[src/swc_pkg.sv]
/*
 * Constants, register map and state type for the sleep/wake controller.
 * Assumes a 20 MHz system clock and a 32-bit AHB-Lite register bus.
 */
package swc_pkg;

   localparam int CLK_PERIOD_NS = 50;

   // Register byte offsets on the AHB-Lite bus.
   localparam logic [7:0] ADDR_REGCTRL = 8'h00;
   localparam logic [7:0] ADDR_WDTCTRL = 8'h04;
   localparam logic [7:0] ADDR_STATUS  = 8'h08;

   // Regulator control fields.
   localparam int REGCTRL_PM_BIT  = 1;
   localparam int REGCTRL_RSV_BIT = 0;

   // Watchdog control fields: period select in bits 5:1, enable in bit 0.
   localparam int         WDT_PS_LSB    = 1;
   localparam int         WDT_PS_MSB    = 5;
   localparam int         WDT_EN_BIT    = 0;
   localparam logic [4:0] WDT_PS_RESET  = 5'h0b;
   localparam logic [4:0] WDT_PS_MAX    = 5'h12;
   localparam logic [4:0] WDT_BASE_SH   = 5'h05;
   localparam int         WDT_CNT_W     = 24;

   // Watchdog operating modes.
   localparam logic [1:0] WDT_MODE_OFF   = 2'h0;
   localparam logic [1:0] WDT_MODE_SW    = 2'h1;
   localparam logic [1:0] WDT_MODE_NOSLP = 2'h2;
   localparam logic [1:0] WDT_MODE_ON    = 2'h3;

   // Status register bit positions.
   localparam int STAT_TO_BIT  = 0;
   localparam int STAT_PD_BIT  = 1;
   localparam int STAT_SLP_BIT = 2;
   localparam int STAT_LP_BIT  = 3;
   localparam int STAT_CLK_BIT = 4;

   // Oscillator start-up: 1024 oscillator periods.
   localparam int OST_PERIODS = 1024;
   localparam int DLY_W       = 11;

   // Interrupt vector address.
   localparam logic [13:0] ISR_VECTOR = 14'h0004;

   typedef enum logic [1:0] {
      ST_AWAKE,
      ST_SLEEP,
      ST_OST,
      ST_LPWAIT
   } swc_state_t;

endpackage : swc_pkg

[src/swc_sleep_wake_control.sv]
/*
 * Sleep/wake controller: sleep entry, wake sources, status flags,
 * regulator sleep mode, start-up delays and the watchdog counter.
 * Assumes all inputs are synchronous to mclk_i and that wdt_tick_i is a
 * one-cycle pulse per period of the low-frequency watchdog oscillator.
 */
// The register addresses and the AHB-Lite slave port were chosen for this implementation.
// Summary of operation
// - Sleep entered only by sleep instruction
// - Entry: clear PD, set TO, stop clock
// - Five wake events, pin and brown-out ones gated
// - Pin, brown-out, power-on wake resets device
// - Prefetch next address during sleep instruction
// - Enabled interrupts wake, global enable ignored
// - Resume in line, vector 0004h if enabled
// - Watchdog cleared on every wake
// - Pending enabled interrupt makes sleep no-op if global enable clear
// - Late interrupt: complete sleep, wake at once
// - Crystal wake waits 1024 oscillator periods unless two-speed start-up is on
// - Mode bit selects low-power regulator sleep
// - Low-power sleep adds wake stabilisation delay
// - Incompatible peripheral keeps regulator normal
// - Waveform unit may keep HF oscillator running
// - Control bit 0 reads one, bit 1 mode, rest zero
// - Unregulated variant: lowest power, no delay
// - Watchdog resets unless cleared in time
// - Period 1 ms to 256 s, own clock
// - Four watchdog modes
module swc_sleep_wake_control #(
   parameter int LP_WAKE_NS = 5000
) (
   input  wire logic                       mclk_i,
   input  wire logic                       reset_i,
   input  wire logic                       hsel_i,
   input  wire logic [31:0]                haddr_i,
   input  wire logic [1:0]                 htrans_i,
   input  wire logic                       hwrite_i,
   input  wire logic [2:0]                 hsize_i,
   input  wire logic [31:0]                hwdata_i,
   input  wire logic                       hready_i,
   output logic      [31:0]                hrdata_o,
   output logic                            hreadyout_o,
   output logic                            hresp_o,
   input  wire logic                       sleep_instr_i,
   input  wire logic                       watchdog_clear_instruction_instr_i,
   input  wire logic                       global_interrupt_enable_i,
   input  wire logic [7:0]                 irq_flag_i,
   input  wire logic [7:0]                 irq_enable_i,
   input  wire logic                       external_reset_pin_i,
   input  wire logic                       external_reset_en_i,
   input  wire logic                       brownout_reset_i,
   input  wire logic                       brownout_reset_en_i,
   input  wire logic                       por_i,
   input  wire logic [1:0]                 wdt_mode_i,
   input  wire logic                       wdt_tick_i,
   input  wire logic                       crystal_osc_mode_i,
   input  wire logic                       two_speed_i,
   input  wire logic                       lp_incompatible_i,
   input  wire logic                       unregulated_i,
   input  wire logic                       cwu_uses_hfosc_i,
   output logic                            cpu_clk_en_o,
   output logic                            device_reset_o,
   output logic                            timeout_status_flag_o,
   output logic                            powerdown_status_flag_o,
   output logic                            prefetch_next_o,
   output logic                            resume_o,
   output logic                            vector_req_o,
   output logic      [13:0]                vector_addr_o,
   output logic                            reg_lowpower_o,
   output logic                            hfosc_keep_o,
   output logic                            sleeping_o
);
   import swc_pkg::*;

   localparam int LP_WAKE_CYC =
      (LP_WAKE_NS + CLK_PERIOD_NS - 1) / CLK_PERIOD_NS;
   localparam logic [DLY_W-1:0] OST_CNT = DLY_W'(OST_PERIODS - 1);
   localparam logic [DLY_W-1:0] LP_CNT  =
      DLY_W'(LP_WAKE_CYC < 1 ? 0 : LP_WAKE_CYC - 1);

   function automatic logic [1:0] reg_index(input logic [7:0] a);
      case (a)
         ADDR_REGCTRL: reg_index = 2'h1;
         ADDR_WDTCTRL: reg_index = 2'h2;
         ADDR_STATUS:  reg_index = 2'h3;
         default:      reg_index = 2'h0;
      endcase
   endfunction

   swc_state_t             state_reg;
   logic [DLY_W-1:0]       dly_reg;
   logic                   to_reg;
   logic                   pd_reg;
   logic                   pm_reg;
   logic [4:0]             wdt_ps_reg;
   logic                   wdt_sw_en_reg;
   logic [WDT_CNT_W-1:0]   wdt_cnt_reg;
   logic                   wr_pend_reg;
   logic [7:0]             wr_addr_reg;
   logic                   rst_out_reg;
   logic                   prefetch_reg;
   logic                   resume_reg;
   logic                   vec_reg;
   logic [13:0]            vec_addr_reg;

   logic                   irq_pending;
   logic                   reset_event;
   logic                   sleep_nop;
   logic                   sleep_enter;
   logic                   wdt_active;
   logic                   wdt_expire;
   logic                   wdt_clear;
   logic                   wake_evt;
   logic                   lp_eff;
   logic                   leaving_sleep;
   logic [WDT_CNT_W-1:0]   wdt_limit;
   logic                   bus_take;
   logic [31:0]            rd_mux;

   assign irq_pending = |(irq_flag_i & irq_enable_i);

   assign reset_event = por_i
                      | (external_reset_pin_i & external_reset_en_i)
                      | (brownout_reset_i & brownout_reset_en_i);

   assign sleep_nop = sleep_instr_i & ~global_interrupt_enable_i
                    & irq_pending;

   assign sleep_enter = (state_reg == ST_AWAKE) & sleep_instr_i
                      & ~sleep_nop;

   always_comb begin
      case (wdt_mode_i)
         WDT_MODE_ON:    wdt_active = 1'b1;
         WDT_MODE_NOSLP: wdt_active = (state_reg == ST_AWAKE);
         WDT_MODE_SW:    wdt_active = wdt_sw_en_reg;
         default:        wdt_active = 1'b0;
      endcase
   end

   // period 1 ms to 256 s
   always_comb begin
      if (wdt_ps_reg > WDT_PS_MAX) begin
         wdt_limit = WDT_CNT_W'(1) << WDT_BASE_SH;
      end else begin
         wdt_limit = WDT_CNT_W'(1) << (wdt_ps_reg + WDT_BASE_SH);
      end
   end

   assign wdt_expire = wdt_active & wdt_tick_i
                     & (wdt_cnt_reg == wdt_limit - WDT_CNT_W'(1));

   assign wake_evt = (state_reg == ST_SLEEP)
                   & (irq_pending | wdt_expire);
   assign leaving_sleep = wake_evt & ~reset_event;

   assign lp_eff = pm_reg & ~lp_incompatible_i & ~unregulated_i;

   assign wdt_clear = reset_event | watchdog_clear_instruction_instr_i | sleep_enter
                    | leaving_sleep | ~wdt_active
                    | (state_reg == ST_OST);

   // Sleep state machine: entry, wake and the start-up delays.
   always_ff @(posedge mclk_i) begin
      if (reset_i) begin
         state_reg <= ST_AWAKE;
         dly_reg   <= '0;
      end else if (reset_event) begin
         state_reg <= ST_AWAKE;
         dly_reg   <= '0;
      end else begin
         case (state_reg)
            ST_AWAKE: begin
               if (sleep_enter) begin
                  state_reg <= ST_SLEEP;
               end
            end
            ST_SLEEP: begin
               if (wake_evt) begin
                  if (crystal_osc_mode_i & ~two_speed_i) begin
                     state_reg <= ST_OST;
                     dly_reg   <= OST_CNT;
                  end else if (lp_eff) begin
                     state_reg <= ST_LPWAIT;
                     dly_reg   <= LP_CNT;
                  end else begin
                     state_reg <= ST_AWAKE;
                  end
               end
            end
            ST_OST: begin
               if (dly_reg != '0) begin
                  dly_reg <= dly_reg - DLY_W'(1);
               end else if (lp_eff) begin
                  state_reg <= ST_LPWAIT;
                  dly_reg   <= LP_CNT;
               end else begin
                  state_reg <= ST_AWAKE;
               end
            end
            ST_LPWAIT: begin
               if (dly_reg != '0) begin
                  dly_reg <= dly_reg - DLY_W'(1);
               end else begin
                  state_reg <= ST_AWAKE;
               end
            end
            default: begin
               state_reg <= ST_AWAKE;
            end
         endcase
      end
   end

   // Status flags. Reset events win over a watchdog time-out, which wins
   // over sleep entry and the clear instruction.
   always_ff @(posedge mclk_i) begin
      if (reset_i || reset_event) begin
         to_reg <= 1'b1;
         pd_reg <= 1'b1;
      end else if (wdt_expire) begin
         to_reg <= 1'b0;
         pd_reg <= (state_reg == ST_AWAKE);
      end else if (sleep_enter) begin
         to_reg <= 1'b1;
         pd_reg <= 1'b0;
      end else if (watchdog_clear_instruction_instr_i) begin
         to_reg <= 1'b1;
         pd_reg <= 1'b1;
      end
   end

   always_ff @(posedge mclk_i) begin
      if (reset_i || wdt_clear || wdt_expire) begin
         wdt_cnt_reg <= '0;
      end else if (wdt_tick_i) begin
         wdt_cnt_reg <= wdt_cnt_reg + WDT_CNT_W'(1);
      end
   end

   always_ff @(posedge mclk_i) begin
      if (reset_i) begin
         rst_out_reg <= 1'b0;
      end else begin
         rst_out_reg <= reset_event
                      | (wdt_expire & (state_reg == ST_AWAKE));
      end
   end

   // Core hand-shake pulses: prefetch, resume and vector request.
   always_ff @(posedge mclk_i) begin
      if (reset_i || reset_event) begin
         prefetch_reg <= 1'b0;
         resume_reg   <= 1'b0;
         vec_reg      <= 1'b0;
         vec_addr_reg <= '0;
      end else begin
         prefetch_reg <= sleep_instr_i & (state_reg == ST_AWAKE);
         resume_reg   <= (state_reg != ST_AWAKE)
                       & (state_reg != ST_SLEEP | leaving_sleep)
                       & (state_reg == ST_SLEEP ? ~
                          ((crystal_osc_mode_i & ~two_speed_i) | lp_eff)
                          : (dly_reg == '0)
                            & ~(state_reg == ST_OST & lp_eff));
         vec_reg      <= 1'b0;
         if (resume_reg) begin
            vec_reg      <= global_interrupt_enable_i;
            vec_addr_reg <= ISR_VECTOR;
         end
      end
   end

   // AHB-Lite slave: zero wait states, always OKAY.
   assign bus_take = hsel_i & htrans_i[1] & hready_i;

   always_comb begin
      rd_mux = '0;
      case (reg_index(haddr_i[7:0]))
         2'h1: begin
            rd_mux[REGCTRL_RSV_BIT] = 1'b1;
            rd_mux[REGCTRL_PM_BIT]  = pm_reg;
         end
         2'h2: begin
            rd_mux[WDT_PS_MSB:WDT_PS_LSB] = wdt_ps_reg;
            rd_mux[WDT_EN_BIT]            = wdt_sw_en_reg;
         end
         2'h3: begin
            rd_mux[STAT_TO_BIT]  = to_reg;
            rd_mux[STAT_PD_BIT]  = pd_reg;
            rd_mux[STAT_SLP_BIT] = (state_reg == ST_SLEEP);
            rd_mux[STAT_LP_BIT]  = reg_lowpower_o;
            rd_mux[STAT_CLK_BIT] = (state_reg == ST_AWAKE);
         end
         default: begin
            rd_mux = '0;
         end
      endcase
   end

   always_ff @(posedge mclk_i) begin
      if (reset_i) begin
         wr_pend_reg <= 1'b0;
         wr_addr_reg <= '0;
         hrdata_o    <= '0;
      end else begin
         if (hready_i) begin
            wr_pend_reg <= bus_take & hwrite_i;
            wr_addr_reg <= haddr_i[7:0];
         end
         if (bus_take & ~hwrite_i) begin
            hrdata_o <= rd_mux;
         end
      end
   end

   // Software registers, written in the data phase.
   always_ff @(posedge mclk_i) begin
      if (reset_i || reset_event) begin
         pm_reg        <= 1'b0;
         wdt_ps_reg    <= WDT_PS_RESET;
         wdt_sw_en_reg <= 1'b0;
      end else if (wr_pend_reg) begin
         case (reg_index(wr_addr_reg))
            2'h1: begin
               pm_reg <= hwdata_i[REGCTRL_PM_BIT];
            end
            2'h2: begin
               wdt_ps_reg    <= hwdata_i[WDT_PS_MSB:WDT_PS_LSB];
               wdt_sw_en_reg <= hwdata_i[WDT_EN_BIT];
            end
            default: begin
               pm_reg <= pm_reg;
            end
         endcase
      end
   end

   assign hreadyout_o = 1'b1;
   assign hresp_o     = 1'b0;

   assign cpu_clk_en_o = (state_reg == ST_AWAKE);
   assign sleeping_o   = (state_reg == ST_SLEEP);

   assign reg_lowpower_o = sleeping_o & (lp_eff | unregulated_i);

   // HF oscillator kept for waveform unit
   assign hfosc_keep_o = sleeping_o & cwu_uses_hfosc_i;

   assign device_reset_o          = rst_out_reg;
   assign timeout_status_flag_o   = to_reg;
   assign powerdown_status_flag_o = pd_reg;
   assign prefetch_next_o         = prefetch_reg;
   assign resume_o                = resume_reg;
   assign vector_req_o            = vec_reg;
   assign vector_addr_o           = vec_addr_reg;

endmodule // swc_sleep_wake_control

[config.mk]
export PLATFORM = sky130hd
export DESIGN_NAME = swc_sleep_wake_control
export DESIGN_NICKNAME = d
export VERILOG_FILES = /design/src/swc_pkg.sv /design/src/swc_sleep_wake_control.sv
export SDC_FILE = /design/constraint.sdc
export NUM_CORES = 1
export LEC_CHECK = 0
export BUFFER_PORTS_ARGS = -buffer_cell sky130_fd_sc_hd__buf_2
export CAP_MARGIN = 20
export CORE_ASPECT_RATIO = 1.2
export CORE_MARGIN = 2
export CORE_UTILIZATION = 54
export DETAILED_ROUTE_END_ITERATION = 16
export HOLD_SLACK_MARGIN = 0.12
export PLACE_DENSITY = 0.85
export SETUP_SLACK_MARGIN = 0.3
export SYNTH_ARGS = -nofsm -noshare
export SYNTH_HDL_FRONTEND = slang
export SYNTH_SLANG_ARGS = --single-unit
[constraint.sdc]
create_clock -name mclk_i -period 4.2 [get_ports mclk_i]
set_input_delay 0.21 -clock mclk_i [delete_from_list [all_inputs] [get_ports mclk_i]]
set_output_delay 0.21 -clock mclk_i [all_outputs]
set_load 0.005 [all_outputs]
==> results of run 1 <==
==> synth_stat cells (4+ instances only) <==
cell / instances / area [sq um]
sky130_fd_sc_hd__nor2_1: 78 / 292.8
sky130_fd_sc_hd__dfxtp_1: 66 / 1321
sky130_fd_sc_hd__nand2_1: 43 / 161.4
sky130_fd_sc_hd__buf_4: 41 / 307.8
sky130_fd_sc_hd__o21ai_0: 27 / 135.1
sky130_fd_sc_hd__a21oi_1: 25 / 125.1
sky130_fd_sc_hd__nor3_1: 23 / 115.1
sky130_fd_sc_hd__mux2i_1: 22 / 220.2
sky130_fd_sc_hd__clkbuf_1: 18 / 67.56
sky130_fd_sc_hd__xor2_1: 18 / 157.7
sky130_fd_sc_hd__nand3_1: 17 / 85.08
sky130_fd_sc_hd__xnor2_1: 14 / 122.6
sky130_fd_sc_hd__inv_1: 13 / 48.80
sky130_fd_sc_hd__nor2b_1: 11 / 68.82
sky130_fd_sc_hd__and3_1: 10 / 62.56
sky130_fd_sc_hd__buf_2: 10 / 50.05
sky130_fd_sc_hd__nand2b_1: 10 / 62.56
sky130_fd_sc_hd__a22oi_1: 8 / 60.06
sky130_fd_sc_hd__nand4_1: 8 / 50.05
sky130_fd_sc_hd__a31oi_1: 5 / 31.28
sky130_fd_sc_hd__o21a_1: 5 / 37.54
sky130_fd_sc_hd__o22ai_1: 5 / 31.28
sky130_fd_sc_hd__or4_1: 5 / 37.54
sky130_fd_sc_hd__and2_1: 4 / 25.02
sky130_fd_sc_hd__ha_1: 4 / 50.05
sky130_fd_sc_hd__nor4_1: 4 / 25.02
sky130_fd_sc_hd__nor4b_1: 4 / 35.03
sky130_fd_sc_hd__o211ai_1: 4 / 30.03
sky130_fd_sc_hd__o32ai_1: 4 / 35.03
==> layer usage <==
metal	wire (microns)	vias to the layer above	GRT usage [%]
li1	-	2100	-
met1	4495	2035	30.26
met2	5792	180	45.86
met3	696	29	5.364
met4	334	0	11.42
met5	0	-	0
==> power breakdown <==
part	leakage [nW]	internal, mW	switching [mW]
clock network	0.0986	0.306	0.254
logic	1.38	0.0476	0.0630
registers	0.534	0.632	0.00405
==> per-stage QoR <==
step           area [sq um]  setup slack (ns)  std cells  util, %  power, mW
6_report               4935            0.7834        736    61.55      1.306
5_1_grt                4935            0.5902        736    61.55      1.351
4_1_cts                4935            0.8158        736    61.55      1.307
3_5_place_dp           4619            0.8124        709    57.62     0.7491
3_3_place_gp           4619            0.8765        709    57.62     0.7460
2_1_floorplan          4556             1.384        612        -     0.7354
==> worst max-delay path: stages (launching register included) <==
cell                      delay (ns)
sky130_fd_sc_hd__dfxtp_1        0.54
sky130_fd_sc_hd__a21oi_1        0.39
sky130_fd_sc_hd__o32ai_1        0.13
sky130_fd_sc_hd__or4_1          0.51
sky130_fd_sc_hd__or4_1          0.54
sky130_fd_sc_hd__nor4_2         0.31
sky130_fd_sc_hd__a21oi_1        0.14
sky130_fd_sc_hd__o21a_1         0.37
sky130_fd_sc_hd__o41ai_1        0.38
==> area by class of cell <==
type / instances / area (sq um) / area share, %
clock buffers: 12 / 155.1 / 3.144
clock inverters: 4 / 50.05 / 1.014
inverters: 13 / 48.80 / 0.9888
multi-input cells: 460 / 2738 / 55.48
flip-flops and latches: 66 / 1321 / 26.77
well taps: 95 / 118.9 / 2.409
repair buffers: 86 / 503.0 / 10.19
==> layout by cell type (no fill, tap or decap), drive strengths merged, types with 4 or more instances in the layout <==
master / n
a22oi: 8
nand3: 17
dfxtp: 66
nand4: 8
nor3: 23
nand2b: 10
conb: 43
ha: 4
a21oi: 25
o21ai: 27
o32ai: 4
buf: 75
xnor2: 14
nand2: 43
or4: 5
o211ai: 4
and3: 10
nor4: 5
clkbuf: 12
xor2: 18
and2: 5
o22ai: 5
inv: 13
nor2b: 11
o21a: 5
mux2i: 22
nor4b: 4
nor2: 78
a31oi: 5
dlygate4sd3: 11
==> cells by family (layout without fill, tap and decap cells) <==
kind of cell	Yosys count	in the layout
AND/OR/NAND/NOR	240	240
AO/OA/AOI/OAI	118	118
buffers and inverters	86	115
flip-flops	66	66
XOR/XNOR	32	32
multiplexers	23	23
adder cells (fa/ha/maj)	4	4
other	2	43
==> worst max path at each step <==
stage                       start               to  depth (start not counted)
global placement    wdt_ps_reg[0]       dly_reg[5]                          8
CTS                 wdt_ps_reg[0]       dly_reg[5]                          8
detailed placement  wdt_ps_reg[0]       dly_reg[5]                          8
finish              wdt_ps_reg[0]       dly_reg[5]                          8
global route        wdt_ps_reg[0]       dly_reg[5]                          8
floorplan           wdt_ps_reg[2]  wdt_cnt_reg[10]                         11
==> impl_results.html, run 1 <==
<table>
<tr><th>Metric</th><th>Value</th></tr>
<tr><th colspan="2">Logic synthesis</th></tr>
<tr><td>Dominant combinational cell family by area after synthesis</td><td>simple AND/OR/NAND/NOR gates</td></tr>
<tr><td>Count of state elements after synthesis</td><td>66</td></tr>
<tr><td>Count of flip-flops with a built-in enable after synthesis</td><td>0</td></tr>
<tr><td>Synthesized netlist cell count</td><td>571</td></tr>
<tr><td>Compound-cell area share of the yosys netlist</td><td>18.19%</td></tr>
<tr><td>Xor-xnor portion of the synthesized cell area</td><td>6.367%</td></tr>
<tr><td>Multiplexer share of the synthesized area</td><td>around 5.3%</td></tr>
<tr><td>Share of the yosys chip area belonging to registers</td><td>30.02%</td></tr>
<tr><td>Synthesized area per cell</td><td>7.709 sq um</td></tr>
<tr><td>Arithmetic-cell share of the synthesized area counting full adders, half adders and majority gates</td><td>between 1 and 1.5%</td></tr>
<tr><td>Fraction of registers with async set/reset</td><td>0%</td></tr>
<tr><td>Syn Std Cell Area</td><td>4402 sq um</td></tr>
<tr><td>Yosys warning count</td><td>0</td></tr>
<tr><td>Distinct cell type count of the synthesized netlist</td><td>67</td></tr>
<tr><td>Simple-gate area share of the yosys netlist</td><td>27.57%</td></tr>
<tr><td>Dominant register cell in the synthesized netlist</td><td>sky130_fd_sc_hd__dfxtp_1</td></tr>
<tr><th colspan="2">Die</th></tr>
<tr><td>Die Wd</td><td>slightly below 90 microns</td></tr>
<tr><td>Effective utilization at floorplan</td><td>54.90%</td></tr>
<tr><td>Area of the core region</td><td>8018 sq um</td></tr>
<tr><td>Row count</td><td>36</td></tr>
<tr><td>Height of the die</td><td>102.9 microns</td></tr>
<tr><td>Die area</td><td>just under 9000 sq um</td></tr>
<tr><td>I/O pin total</td><td>164</td></tr>
<tr><th colspan="2">Setup path</th></tr>
<tr><td>Worst EP arrival</td><td>3.66 ns</td></tr>
<tr><td>Worst reg2reg setup slack</td><td>0.78 ns</td></tr>
<tr><td>Crit Reg-Reg Startpoint</td><td>wdt_ps_reg[0]</td></tr>
<tr><td>Register-to-Register Path Depth</td><td>8</td></tr>
<tr><td>Largest fanout on the critical path</td><td>20</td></tr>
<tr><td>Kind of capture point of the worst setup path</td><td>flip-flop</td></tr>
<tr><td>Element type at the critical path start</td><td>flip-flop</td></tr>
<tr><td>Setup Crit Path Kind</td><td>flip-flop to flip-flop</td></tr>
<tr><td>End of the worst register-to-register path</td><td>dly_reg[5]</td></tr>
<tr><td>Required time of the critical path</td><td>4.45 ns</td></tr>
<tr><th colspan="2">CTS</th></tr>
<tr><td>Maximum level of the CTS H-tree</td><td>3</td></tr>
<tr><td>Master cell of the clock root buffer</td><td>sky130_fd_sc_hd__clkbuf_8</td></tr>
<tr><td>Hold Buf Count CTS</td><td>11</td></tr>
<tr><td>Maximum number of buffers from clock root to sink</td><td>2</td></tr>
<tr><td>Setup Fix Bufs, Post-CTS</td><td>0</td></tr>
<tr><td># resized after CTS</td><td>0</td></tr>
<tr><td>Worst skew pair latency</td><td>~0.35 ns</td></tr>
<tr><td>Clk sink count</td><td>66</td></tr>
<tr><td>Number of CTS-inserted buffers</td><td>9</td></tr>
<tr><td>Clock-pin slew on the worst setup and hold paths</td><td>0.07 ns</td></tr>
<tr><td>Clock tree from TritonCTS</td><td>done</td></tr>
<tr><th colspan="2">Drt</th></tr>
<tr><td>Number of nets still failing antenna checks after routing</td><td>0</td></tr>
<tr><td>DR iter-0 viols</td><td>485</td></tr>
<tr><td>Drt wl/cell</td><td>15.38 microns</td></tr>
<tr><td>Sum of routed wire length over all layers</td><td>11320 microns</td></tr>
<tr><td>Post-detailed-route via-to-cell ratio</td><td>5.902</td></tr>
<tr><td>Drt drc</td><td>0</td></tr>
<tr><td>Number of iterations in the first detailed-routing pass</td><td>5</td></tr>
<tr><td>Vias post-DR</td><td>4344</td></tr>
<tr><th colspan="2">Timing</th></tr>
<tr><td>Final critical-path required period</td><td>3.417 ns</td></tr>
<tr><td>F_max</td><td>0.2927 GHz</td></tr>
<tr><td>Worst-case headroom to the max-slew limit</td><td>53.22%</td></tr>
<tr><td>Post-route fraction of the period consumed by the critical path</td><td>81.35%</td></tr>
<tr><td>Setup_tns</td><td>0 ns</td></tr>
<tr><td>Endpoints failing hold</td><td>0</td></tr>
<tr><td>RSZ-0062 raised after global routing</td><td>false</td></tr>
<tr><td>Pin slew with the least headroom to its limit</td><td>0.7007 ns</td></tr>
<tr><td>Worst hold slack across all endpoints</td><td>0.1328 ns</td></tr>
<tr><td>Final-report max-slew violation count</td><td>0</td></tr>
<tr><td>Setup violators final</td><td>0</td></tr>
<tr><td>Worst Skew</td><td>about 0.007 ns</td></tr>
<tr><th colspan="2">Global route</th></tr>
<tr><td>Total routing resource utilization after global routing</td><td>25.95%</td></tr>
<tr><td>Via count of the first global-routing pass</td><td>4023</td></tr>
<tr><td>Aggregate global routing overflow</td><td>0</td></tr>
<tr><td>Pin count of the biggest net entering global routing</td><td>36</td></tr>
<tr><td>Number of antenna violations at the first check in global routing</td><td>0</td></tr>
<tr><td>First-pass GRT wire length</td><td>about 19000 microns</td></tr>
<tr><th colspan="2">Min path</th></tr>
<tr><td>Source of the worst hold timing path</td><td>haddr_i[5]</td></tr>
<tr><td>Path category of the worst min-delay check</td><td>input pin to flip-flop</td></tr>
<tr><td>Number of cells traversed by the worst hold path</td><td>3</td></tr>
<tr><td>Hold-critical path endpoint</td><td>wr_addr_reg[5]</td></tr>
<tr><th colspan="2">Finish</th></tr>
<tr><td>Layout cells sized above 1</td><td>15.60%</td></tr>
<tr><td>Number of inserted diodes</td><td>0</td></tr>
<tr><td>Filler cells</td><td>730</td></tr>
<tr><td>Flip-flop count of the largest register, all copies and words added</td><td>24</td></tr>
<tr><td>Signed area change from the synthesized netlist to the final layout</td><td>12.11%</td></tr>
<tr><td>Number of nets in the finished design</td><td>746</td></tr>
<tr><th colspan="2">Power and ir drop</th></tr>
<tr><td>Highest ir drop seen on vdd</td><td>between 0.15 and 0.2 mV</td></tr>
<tr><td>Power per cell area</td><td>264.7 nW/um^2</td></tr>
<tr><td>Leakage power total</td><td>2.010 nW</td></tr>
<tr><th colspan="2">Run status</th></tr>
<tr><td>Run status</td><td>complete, no violations</td></tr>
<tr><th colspan="2">Flow run</th></tr>
<tr><td>Number of maximum-capacitance constraint violations</td><td>0</td></tr>
<tr><th colspan="2">Place</th></tr>
<tr><td>Buffers added on ports</td><td>68</td></tr>
<tr><td>HPWL after DPL</td><td>8169 microns</td></tr>
<tr><td>Placer Congestion</td><td>roughly 0.95</td></tr>
</table>
Power figures use the tool's default switching activity.
==> run 2: changes to the inputs <==
--- a/config.mk
+++ b/config.mk
@@ -5,14 +5,15 @@
 export SDC_FILE = /design/constraint.sdc
 export NUM_CORES = 1
 export LEC_CHECK = 0
+export ABC_AREA = 1
 export BUFFER_PORTS_ARGS = -buffer_cell sky130_fd_sc_hd__buf_2
 export CAP_MARGIN = 20
 export CORE_ASPECT_RATIO = 1.2
 export CORE_MARGIN = 2
-export CORE_UTILIZATION = 54
+export CORE_UTILIZATION = 51
 export DETAILED_ROUTE_END_ITERATION = 16
 export HOLD_SLACK_MARGIN = 0.12
-export PLACE_DENSITY = 0.85
+export PLACE_DENSITY = 0.79
 export SETUP_SLACK_MARGIN = 0.3
 export SYNTH_ARGS = -nofsm -noshare
 export SYNTH_HDL_FRONTEND = slang
==> constraint.sdc (replaced) <==
create_clock -name mclk_i -period 3.15 [get_ports mclk_i]
set_input_delay 0.1575 -clock mclk_i [delete_from_list [all_inputs] [get_ports mclk_i]]
set_output_delay 0.1575 -clock mclk_i [all_outputs]
set_load 0.005 [all_outputs]
==> impl_results.html, run 2 <==
<table>
<tr><th>Metric</th><th>Value</th></tr>
<tr><th colspan="2">Setup path</th></tr>
<tr><td>Largest fanout on the critical path</td><td>6</td></tr>
<tr><td>Element type at the critical path start</td><td>flip-flop</td></tr>
<tr><td>Kind of capture point of the worst setup path</td><td>flip-flop</td></tr>
<tr><td>Worst EP arrival</td><td>2.96 ns</td></tr>
<tr><td>Required time of the critical path</td><td>3.39 ns</td></tr>
<tr><td>Crit Reg-Reg Startpoint</td><td>wdt_ps_reg[4]</td></tr>
<tr><td>Setup Crit Path Kind</td><td>flip-flop to flip-flop</td></tr>
<tr><td>Start point of the critical path</td><td>wdt_ps_reg[4]</td></tr>
<tr><th colspan="2">Global route</th></tr>
<tr><td>First-pass GRT wire length</td><td>roughly 20000 microns</td></tr>
<tr><td>Met2 usage</td><td>46.01%</td></tr>
<tr><td>Total routing resource utilization after global routing</td><td>24.40%</td></tr>
<tr><td>Global routing's busiest layer</td><td>met2</td></tr>
<tr><td>Aggregate global routing overflow</td><td>0</td></tr>
<tr><td>Via count of the first global-routing pass</td><td>around 4500</td></tr>
<tr><td>Pin count of the biggest net entering global routing</td><td>25</td></tr>
<tr><td>M3 GR Usage</td><td>3.386%</td></tr>
<tr><td>Number of antenna violations at the first check in global routing</td><td>0</td></tr>
<tr><td>Met1 track utilization from global routing</td><td>a little over a quarter</td></tr>
<tr><th colspan="2">CTS</th></tr>
<tr><td>Clock-pin slew on the worst setup and hold paths</td><td>~0.07 ns</td></tr>
<tr><td>Number of CTS-inserted buffers</td><td>9</td></tr>
<tr><td>Clk sink count</td><td>66</td></tr>
<tr><td>Maximum level of the CTS H-tree</td><td>3</td></tr>
<tr><td>Worst skew pair latency</td><td>0.35 ns</td></tr>
<tr><td>Master cell of the clock root buffer</td><td>sky130_fd_sc_hd__clkbuf_8</td></tr>
<tr><td>Clock tree from TritonCTS</td><td>done</td></tr>
<tr><td>Maximum number of buffers from clock root to sink</td><td>2</td></tr>
<tr><th colspan="2">Drt</th></tr>
<tr><td>Number of iterations in the first detailed-routing pass</td><td>5</td></tr>
<tr><td>Number of nets still failing antenna checks after routing</td><td>0</td></tr>
<tr><td>Post-detailed-route via-to-cell ratio</td><td>5.207</td></tr>
<tr><td>Drt wl/cell</td><td>13.19 microns</td></tr>
<tr><td>Drt drc</td><td>0</td></tr>
<tr><td>Vias post-DR</td><td>4941</td></tr>
<tr><td>Sum of routed wire length over all layers</td><td>12520 microns</td></tr>
<tr><td>DR iter-0 viols</td><td>313</td></tr>
<tr><th colspan="2">Timing</th></tr>
<tr><td>Final-report max-slew violation count</td><td>0</td></tr>
<tr><td>Setup_tns</td><td>0 ns</td></tr>
<tr><td>RSZ-0062 raised after global routing</td><td>false</td></tr>
<tr><td>Endpoints failing hold</td><td>0</td></tr>
<tr><td>F_max</td><td>0.3676 GHz</td></tr>
<tr><td>Worst-case headroom to the max-slew limit</td><td>41.02%</td></tr>
<tr><td>Worst Skew</td><td>0.006150 ns</td></tr>
<tr><td>Pin slew with the least headroom to its limit</td><td>0.8815 ns</td></tr>
<tr><td>Setup violators final</td><td>0</td></tr>
<tr><td>Final critical-path required period</td><td>about 2.7 ns</td></tr>
<tr><td>Post-route fraction of the period consumed by the critical path</td><td>between 80 and 90%</td></tr>
<tr><th colspan="2">Die</th></tr>
<tr><td>Die Wd</td><td>91.39 microns</td></tr>
<tr><td>Row count</td><td>38</td></tr>
<tr><td>Height of the die</td><td>108.9 microns</td></tr>
<tr><td>Effective utilization at floorplan</td><td>52.01%</td></tr>
<tr><td>I/O pin total</td><td>164</td></tr>
<tr><td>Area of the core region</td><td>8986 sq um</td></tr>
<tr><td>Die area</td><td>9948 sq um</td></tr>
<tr><th colspan="2">Logic synthesis</th></tr>
<tr><td>Count of flip-flops with a built-in enable after synthesis</td><td>0</td></tr>
<tr><td>Share of the yosys chip area belonging to registers</td><td>28.27%</td></tr>
<tr><td>Yosys top cell area share</td><td>28.27%</td></tr>
<tr><td>Cell types with the highest counts after synthesis</td><td>sky130_fd_sc_hd__nand2_1, sky130_fd_sc_hd__nor2_1, sky130_fd_sc_hd__inv_1</td></tr>
<tr><td>Most frequent cell after synthesis</td><td>sky130_fd_sc_hd__nand2_1</td></tr>
<tr><td>Largest cells by area after synthesis</td><td>sky130_fd_sc_hd__dfxtp_1, sky130_fd_sc_hd__nand2_1, sky130_fd_sc_hd__nor2_1</td></tr>
<tr><td>Synthesized area per cell</td><td>between 6 and 7 sq um</td></tr>
<tr><td>Distinct cell type count of the synthesized netlist</td><td>42</td></tr>
<tr><td>Syn Std Cell Area</td><td>4673 sq um</td></tr>
<tr><td>Biggest area consumer among synthesized cells</td><td>sky130_fd_sc_hd__dfxtp_1</td></tr>
<tr><td>Synthesized netlist cell count</td><td>727</td></tr>
<tr><td>Yosys warning count</td><td>0</td></tr>
<tr><td>Dominant register cell in the synthesized netlist</td><td>sky130_fd_sc_hd__dfxtp_1</td></tr>
<tr><td>Count of state elements after synthesis</td><td>66</td></tr>
<tr><td>Fraction of registers with async set/reset</td><td>0%</td></tr>
<tr><th colspan="2">Finish</th></tr>
<tr><td>Most frequent standard cell in the layout excluding fill and tap cells</td><td>sky130_fd_sc_hd__nand2_1</td></tr>
<tr><td>Finished Core Util</td><td>61.11%</td></tr>
<tr><td>Layout cells sized above 1</td><td>17.13%</td></tr>
<tr><td>Number of inserted diodes</td><td>0</td></tr>
<tr><td>Final cell count without fillers</td><td>949</td></tr>
<tr><td>Number of nets in the finished design</td><td>935</td></tr>
<tr><td>Flip-flop count of the largest register, all copies and words added</td><td>24</td></tr>
<tr><td>Commonest non-fill, non-tap cells in the layout</td><td>sky130_fd_sc_hd__nand2_1, sky130_fd_sc_hd__nor2_1, sky130_fd_sc_hd__inv_1, sky130_fd_sc_hd__buf_2, sky130_fd_sc_hd__nand3_1</td></tr>
<tr><td>Signed area change from the synthesized netlist to the final layout</td><td>17.51%</td></tr>
<tr><th colspan="2">Place</th></tr>
<tr><td>HPWL after DPL</td><td>8886 microns</td></tr>
<tr><td>Placed cell count</td><td>905</td></tr>
<tr><td>Placer Congestion</td><td>0.9373</td></tr>
<tr><td>Buffers added on ports</td><td>68</td></tr>
<tr><th colspan="2">Run status</th></tr>
<tr><td>Run status</td><td>complete, no violations</td></tr>
<tr><th colspan="2">Power and ir drop</th></tr>
<tr><td>Highest ir drop seen on vdd</td><td>0.2116 mV</td></tr>
<tr><td>Leakage power total</td><td>between 2 and 2.5 nW</td></tr>
<tr><td>Power per cell area</td><td>318.1 nW/um^2</td></tr>
<tr><td>Post-layout total power</td><td>approximately 1.7 mW</td></tr>
<tr><th colspan="2">Flow run</th></tr>
<tr><td>Number of maximum-capacitance constraint violations</td><td>0</td></tr>
<tr><th colspan="2">Min path</th></tr>
<tr><td>Path category of the worst min-delay check</td><td>input pin to flip-flop</td></tr>
<tr><td>Source of the worst hold timing path</td><td>hready_i</td></tr>
</table>
## run 2: cell count changes after synthesis, sizes merged, moves of 14 or more
cell / delta
mux2i: -21
inv: +82
nor2: +57
nand3: +53
nand2: +90
xor2: +14
## run 2: cell families after synthesis
family / after synthesis / synth area share [%]
other cells: 2 / 0.1607
mux: 1 / 0.2142
compound gates: 83 / 9.880
simple gates: 382 / 37.00
xor+xnor: 38 / 7.122
fa+ha+maj: 4 / 1.071
flops: 66 / 28.27
buf+inv: 151 / 16.28
## run 2: final cells by class
type / count / area, sq um
clock inverter: 3 / 40.04
timing repair buffer: 100 / 659.4
tap: 120 / 150.1
multi-input combinational: 552 / 2799
sequential: 66 / 1331
fill: 802 / 3495
clock buffer: 12 / 145.1
inverter: 96 / 366.6
## run 2: path summary, 6_finish.rpt
path | slack (ns) | endpoint | depth (start not counted)
min reg2reg | 0.48 | hrdata_o[1] | 2
max reg2reg | 0.43 | wdt_cnt_reg[5] | 17
max | 0.43 | wdt_cnt_reg[5] | 17
min | 0.14 | wr_addr_reg[3] | 2
## run 2: layer usage
layer | vias up | share of wire, % | routed length, microns
met5 | - | 0 | 0
met4 | 0 | 3.3 | 418
met3 | 37 | 6.0 | 747
met2 | 200 | 51 | 6421
met1 | 2256 | 39 | 4931
li1 | 2448 | - | -
## run 2: report_power, final
group / internal (mW) / total, mW / switching [mW]
Sequential: 0.844 / 0.851 / 0.00738
Combinational: 0.0812 / 0.193 / 0.112
Clock: 0.381 / 0.702 / 0.321
## run 2: critical path: stages (launching register included)
cell	delay, ns
sky130_fd_sc_hd__dfxtp_4	0.39
sky130_fd_sc_hd__clkinvlp_4	0.16
sky130_fd_sc_hd__buf_4	0.18
sky130_fd_sc_hd__nand2_1	0.08
sky130_fd_sc_hd__nand2_2	0.13
sky130_fd_sc_hd__nand2_4	0.13
sky130_fd_sc_hd__nand2_2	0.08
sky130_fd_sc_hd__nor2_1	0.21
sky130_fd_sc_hd__nand3_1	0.11
sky130_fd_sc_hd__a21oi_1	0.18
sky130_fd_sc_hd__nand3_1	0.11
sky130_fd_sc_hd__nor2_2	0.11
sky130_fd_sc_hd__nand3_2	0.12
sky130_fd_sc_hd__buf_4	0.19
sky130_fd_sc_hd__buf_4	0.14
sky130_fd_sc_hd__nand3_4	0.09
sky130_fd_sc_hd__clkbuf_16	0.17
sky130_fd_sc_hd__nor2_2	0.03
## run 2: what timing repair did
item	in CTS	in global routing
hold endpoints to repair	18	0
gates cloned	0	3
gates resized for setup	2	17
hold buffers	18	0
setup buffers	0	8
endpoints found under the setup margin	35	40
pin swaps	0	3
## run 2: through the flow
stage,hold slack [ns],worst slack [ns],instance area [sq um]
floorplan,0.2839,0.8850,4827
global placement,0.3853,0.3045,4961
detailed placement,0.3914,0.2205,4961
CTS,0.1322,0.3158,5335
global route,0.1556,0.2657,5492
finish,0.1384,0.4298,5492
==> run 3: changes to the inputs <==
==> constraint.sdc (replaced) <==
create_clock -name mclk_i -period 3.15 [get_ports mclk_i]
set_input_delay 0.63 -clock mclk_i [delete_from_list [all_inputs] [get_ports mclk_i]]
set_output_delay 0.63 -clock mclk_i [all_outputs]
set_load 0.005 [all_outputs]
==> impl_results.html, run 3 (synthesis gave the netlist of run 2 again) <==
<table>
<tr><th>Metric</th><th>Value</th></tr>
<tr><th colspan="2">Setup path</th></tr>
<tr><td>Element type at the critical path start</td><td>flip-flop</td></tr>
<tr><td>Largest fanout on the critical path</td><td>12</td></tr>
<tr><td>Worst EP arrival</td><td>between 2 and 3 ns</td></tr>
<tr><td>Worst reg2reg setup slack</td><td>about 0.47 ns</td></tr>
<tr><td>Crit Reg-Reg Startpoint</td><td>wdt_ps_reg[4]</td></tr>
<tr><td>Setup Crit Path Kind</td><td>flip-flop to flip-flop</td></tr>
<tr><td>Register-to-Register Path Depth</td><td>19</td></tr>
<tr><td>End of the worst register-to-register path</td><td>wdt_cnt_reg[15]</td></tr>
<tr><td>Required time of the critical path</td><td>3.38 ns</td></tr>
<tr><td>Kind of capture point of the worst setup path</td><td>flip-flop</td></tr>
<tr><th colspan="2">Power and ir drop</th></tr>
<tr><td>Power per cell area</td><td>340.9 nW/um^2</td></tr>
<tr><td>Portion of total power attributed to the clock network</td><td>~44%</td></tr>
<tr><td>Net switching component of the power</td><td>0.4452 mW</td></tr>
<tr><td>Highest ir drop seen on vdd</td><td>0.2033 mV</td></tr>
<tr><td>Share of power burned in registers</td><td>~47%</td></tr>
<tr><td>Switching part of the total power</td><td>24.45%</td></tr>
<tr><td>Leakage power total</td><td>2.402 nW</td></tr>
<tr><td>Internal Dissipation</td><td>1.376 mW</td></tr>
<tr><td>Fraction of power consumed by combinational cells</td><td>9.5%</td></tr>
<tr><th colspan="2">CTS</th></tr>
<tr><td>Maximum number of buffers from clock root to sink</td><td>2</td></tr>
<tr><td>Number of CTS-inserted buffers</td><td>9</td></tr>
<tr><td>Clk sink count</td><td>66</td></tr>
<tr><td>Maximum level of the CTS H-tree</td><td>3</td></tr>
<tr><td>Clock tree from TritonCTS</td><td>done</td></tr>
<tr><td>Hold Buf Count CTS</td><td>0</td></tr>
<tr><td>Worst skew pair latency</td><td>0.34 ns</td></tr>
<tr><td>Clock-pin slew on the worst setup and hold paths</td><td>0.08 ns</td></tr>
<tr><td>Master cell of the clock root buffer</td><td>sky130_fd_sc_hd__clkbuf_8</td></tr>
<tr><th colspan="2">Finish</th></tr>
<tr><td>Number of nets in the finished design</td><td>916</td></tr>
<tr><td>Signed area change from the synthesized netlist to the final layout</td><td>14.30%</td></tr>
<tr><td>Filler cells</td><td>828</td></tr>
<tr><td>Commonest non-fill, non-tap cells in the layout</td><td>sky130_fd_sc_hd__nand2_1, sky130_fd_sc_hd__nor2_1, sky130_fd_sc_hd__inv_1, sky130_fd_sc_hd__buf_2, sky130_fd_sc_hd__nand3_1</td></tr>
<tr><td>Flip-flop count of the largest register, all copies and words added</td><td>24</td></tr>
<tr><td>Number of inserted diodes</td><td>0</td></tr>
<tr><td>Layout cells sized above 1</td><td>17.88%</td></tr>
<tr><td>Most frequent standard cell in the layout excluding fill and tap cells</td><td>sky130_fd_sc_hd__nand2_1</td></tr>
<tr><th colspan="2">Place</th></tr>
<tr><td>HPWL after DPL</td><td>8584 microns</td></tr>
<tr><td>Placer Congestion</td><td>0.9344</td></tr>
<tr><td>Buffers added on ports</td><td>68</td></tr>
<tr><th colspan="2">Timing</th></tr>
<tr><td>F_max</td><td>0.3733 GHz</td></tr>
<tr><td>Worst-case headroom to the max-slew limit</td><td>48.99%</td></tr>
<tr><td>RSZ-0062 raised after global routing</td><td>false</td></tr>
<tr><td>Pin slew with the least headroom to its limit</td><td>0.7593 ns</td></tr>
<tr><td>Worst Skew</td><td>0.009390 ns</td></tr>
<tr><td>Final-report max-slew violation count</td><td>0</td></tr>
<tr><td>Endpoints failing hold</td><td>0</td></tr>
<tr><td>Setup_tns</td><td>0 ns</td></tr>
<tr><td>Post-route fraction of the period consumed by the critical path</td><td>between 80% and 90%</td></tr>
<tr><td>Worst hold slack across all endpoints</td><td>~0.47 ns</td></tr>
<tr><td>Setup violators final</td><td>0</td></tr>
<tr><td>Final critical-path required period</td><td>2.679 ns</td></tr>
<tr><th colspan="2">Die</th></tr>
<tr><td>I/O pin total</td><td>164</td></tr>
<tr><td>Effective utilization at floorplan</td><td>52.01%</td></tr>
<tr><td>Area of the core region</td><td>8986 sq um</td></tr>
<tr><td>Die Wd</td><td>91.39 microns</td></tr>
<tr><td>Die area</td><td>9948 sq um</td></tr>
<tr><td>Height of the die</td><td>108.9 microns</td></tr>
<tr><td>Row count</td><td>38</td></tr>
<tr><th colspan="2">Drt</th></tr>
<tr><td>Number of iterations in the first detailed-routing pass</td><td>5</td></tr>
<tr><td>Post-detailed-route via-to-cell ratio</td><td>5.141</td></tr>
<tr><td>Number of nets still failing antenna checks after routing</td><td>0</td></tr>
<tr><td>Vias post-DR</td><td>4786</td></tr>
<tr><td>Drt wl/cell</td><td>12.38 microns</td></tr>
<tr><td>Sum of routed wire length over all layers</td><td>11530 microns</td></tr>
<tr><td>Drt drc</td><td>0</td></tr>
<tr><td>DR iter-0 viols</td><td>257</td></tr>
<tr><th colspan="2">Global route</th></tr>
<tr><td>Total routing resource utilization after global routing</td><td>23.41%</td></tr>
<tr><td>First-pass GRT wire length</td><td>approximately 19000 microns</td></tr>
<tr><td>Aggregate global routing overflow</td><td>0</td></tr>
<tr><td>Number of antenna violations at the first check in global routing</td><td>0</td></tr>
<tr><td>Pin count of the biggest net entering global routing</td><td>25</td></tr>
<tr><td>Via count of the first global-routing pass</td><td>4496</td></tr>
<tr><th colspan="2">Min path</th></tr>
<tr><td>Path category of the worst min-delay check</td><td>flip-flop to flip-flop</td></tr>
<tr><td>Number of cells traversed by the worst hold path</td><td>2</td></tr>
<tr><td>Hold-critical path endpoint</td><td>hrdata_o[1]</td></tr>
<tr><td>Source of the worst hold timing path</td><td>hrdata_o[1]</td></tr>
<tr><th colspan="2">Flow run</th></tr>
<tr><td>Number of maximum-capacitance constraint violations</td><td>0</td></tr>
<tr><th colspan="2">Run status</th></tr>
<tr><td>Run status</td><td>complete, no violations</td></tr>
</table>
==> run 3: changes by cell type in the layout (fill, tap and decap cells not counted), sizes merged <==
cell,delta
bufinv,+1
clkinvlp,+2
buf,-1
clkbuf,-1
dlygate4sd3,-18
nand3,-1
==> run 3: layer usage <==
metal | vias to the layer above | GRT usage, % | share of wire [%]
met5 | - | 0 | 0
met4 | 0 | 11.47 | 2.5
met3 | 27 | 4.561 | 5.7
met2 | 192 | 42.49 | 51
met1 | 2154 | 26.17 | 41
li1 | 2413 | - | -
==> run 3: worst max-delay path: stages (launching register included) <==
cell and delay (ns):
sky130_fd_sc_hd__dfxtp_4 0.40, sky130_fd_sc_hd__clkinvlp_4 0.15, sky130_fd_sc_hd__buf_4 0.16, sky130_fd_sc_hd__nand2_1 0.07, sky130_fd_sc_hd__nand2_2 0.12, sky130_fd_sc_hd__nand2_4 0.12
sky130_fd_sc_hd__nand2_2 0.08, sky130_fd_sc_hd__nor2_4 0.14, sky130_fd_sc_hd__nand3_1 0.09, sky130_fd_sc_hd__nand2_1 0.08, sky130_fd_sc_hd__nand3_1 0.08, sky130_fd_sc_hd__nor2_1 0.10
sky130_fd_sc_hd__nand2_1 0.06, sky130_fd_sc_hd__nor2_2 0.16, sky130_fd_sc_hd__nand3_4 0.15, sky130_fd_sc_hd__nand2_1 0.11, sky130_fd_sc_hd__nand3_2 0.11, sky130_fd_sc_hd__nand3_4 0.13
sky130_fd_sc_hd__clkbuf_16 0.19, sky130_fd_sc_hd__nor2_1 0.04
==> run 3: power by group through the flow <==
stage	clock network [mW]	logic, mW	registers [mW]
3_3_place_gp	0	0.161	0.871
2_1_floorplan	0	0.141	0.870
5_1_grt	0.845	0.199	0.851
3_5_place_dp	0	0.165	0.871
4_1_cts	0.811	0.166	0.852
6_report	0.797	0.173	0.851
==> run 3: worst max-delay path by stage <==
stage             startpoint               to  slack, ns  depth (start not counted)
2_1_floorplan  wdt_ps_reg[2]   wdt_cnt_reg[3]       0.88                         19
3_3_place_gp   wdt_ps_reg[2]       dly_reg[3]       0.31                         18
3_5_place_dp   wdt_ps_reg[2]       dly_reg[5]       0.24                         18
4_1_cts        wdt_ps_reg[4]  wdt_cnt_reg[13]       0.33                         18
5_1_grt        wdt_ps_reg[4]  wdt_cnt_reg[19]       0.30                         19
6_report       wdt_ps_reg[4]  wdt_cnt_reg[15]       0.47                         19
==> run 3: area by class of cell <==
class                   count  area [sq um]  area share (%)
clock buffers              11         141.4           2.647
clock inverters             5         77.57           1.452
inverters                  96         366.6           6.863
multi-input cells         551          2800           52.42
flip-flops and latches     66          1333           24.95
well taps                 120         150.1           2.811
repair buffers             81         467.9           8.761
repair inverters            1         5.005         0.09370
==> run 3: timing repair <==
action / in CTS / in global routing
pin swaps: 0 / 1
endpoints found under the setup margin: 17 / 40
resized for setup: 2 / 20
setup buffers: 0 / 5
cloned: 0 / 2
==> run 3: per-stage QoR <==
step	total power, mW	utilization (%)	setup slack [ns]	instance area, sq um	std cells
after global placement	1.032	55.46	0.3116	4984	908
after floorplan	1.011	-	0.8850	4827	768
after detailed placement	1.036	55.46	0.2375	4984	908
after global routing	1.895	59.44	0.3021	5341	931
after CTS	1.828	57.99	0.3278	5211	924
final	1.821	59.44	0.4709	5341	931
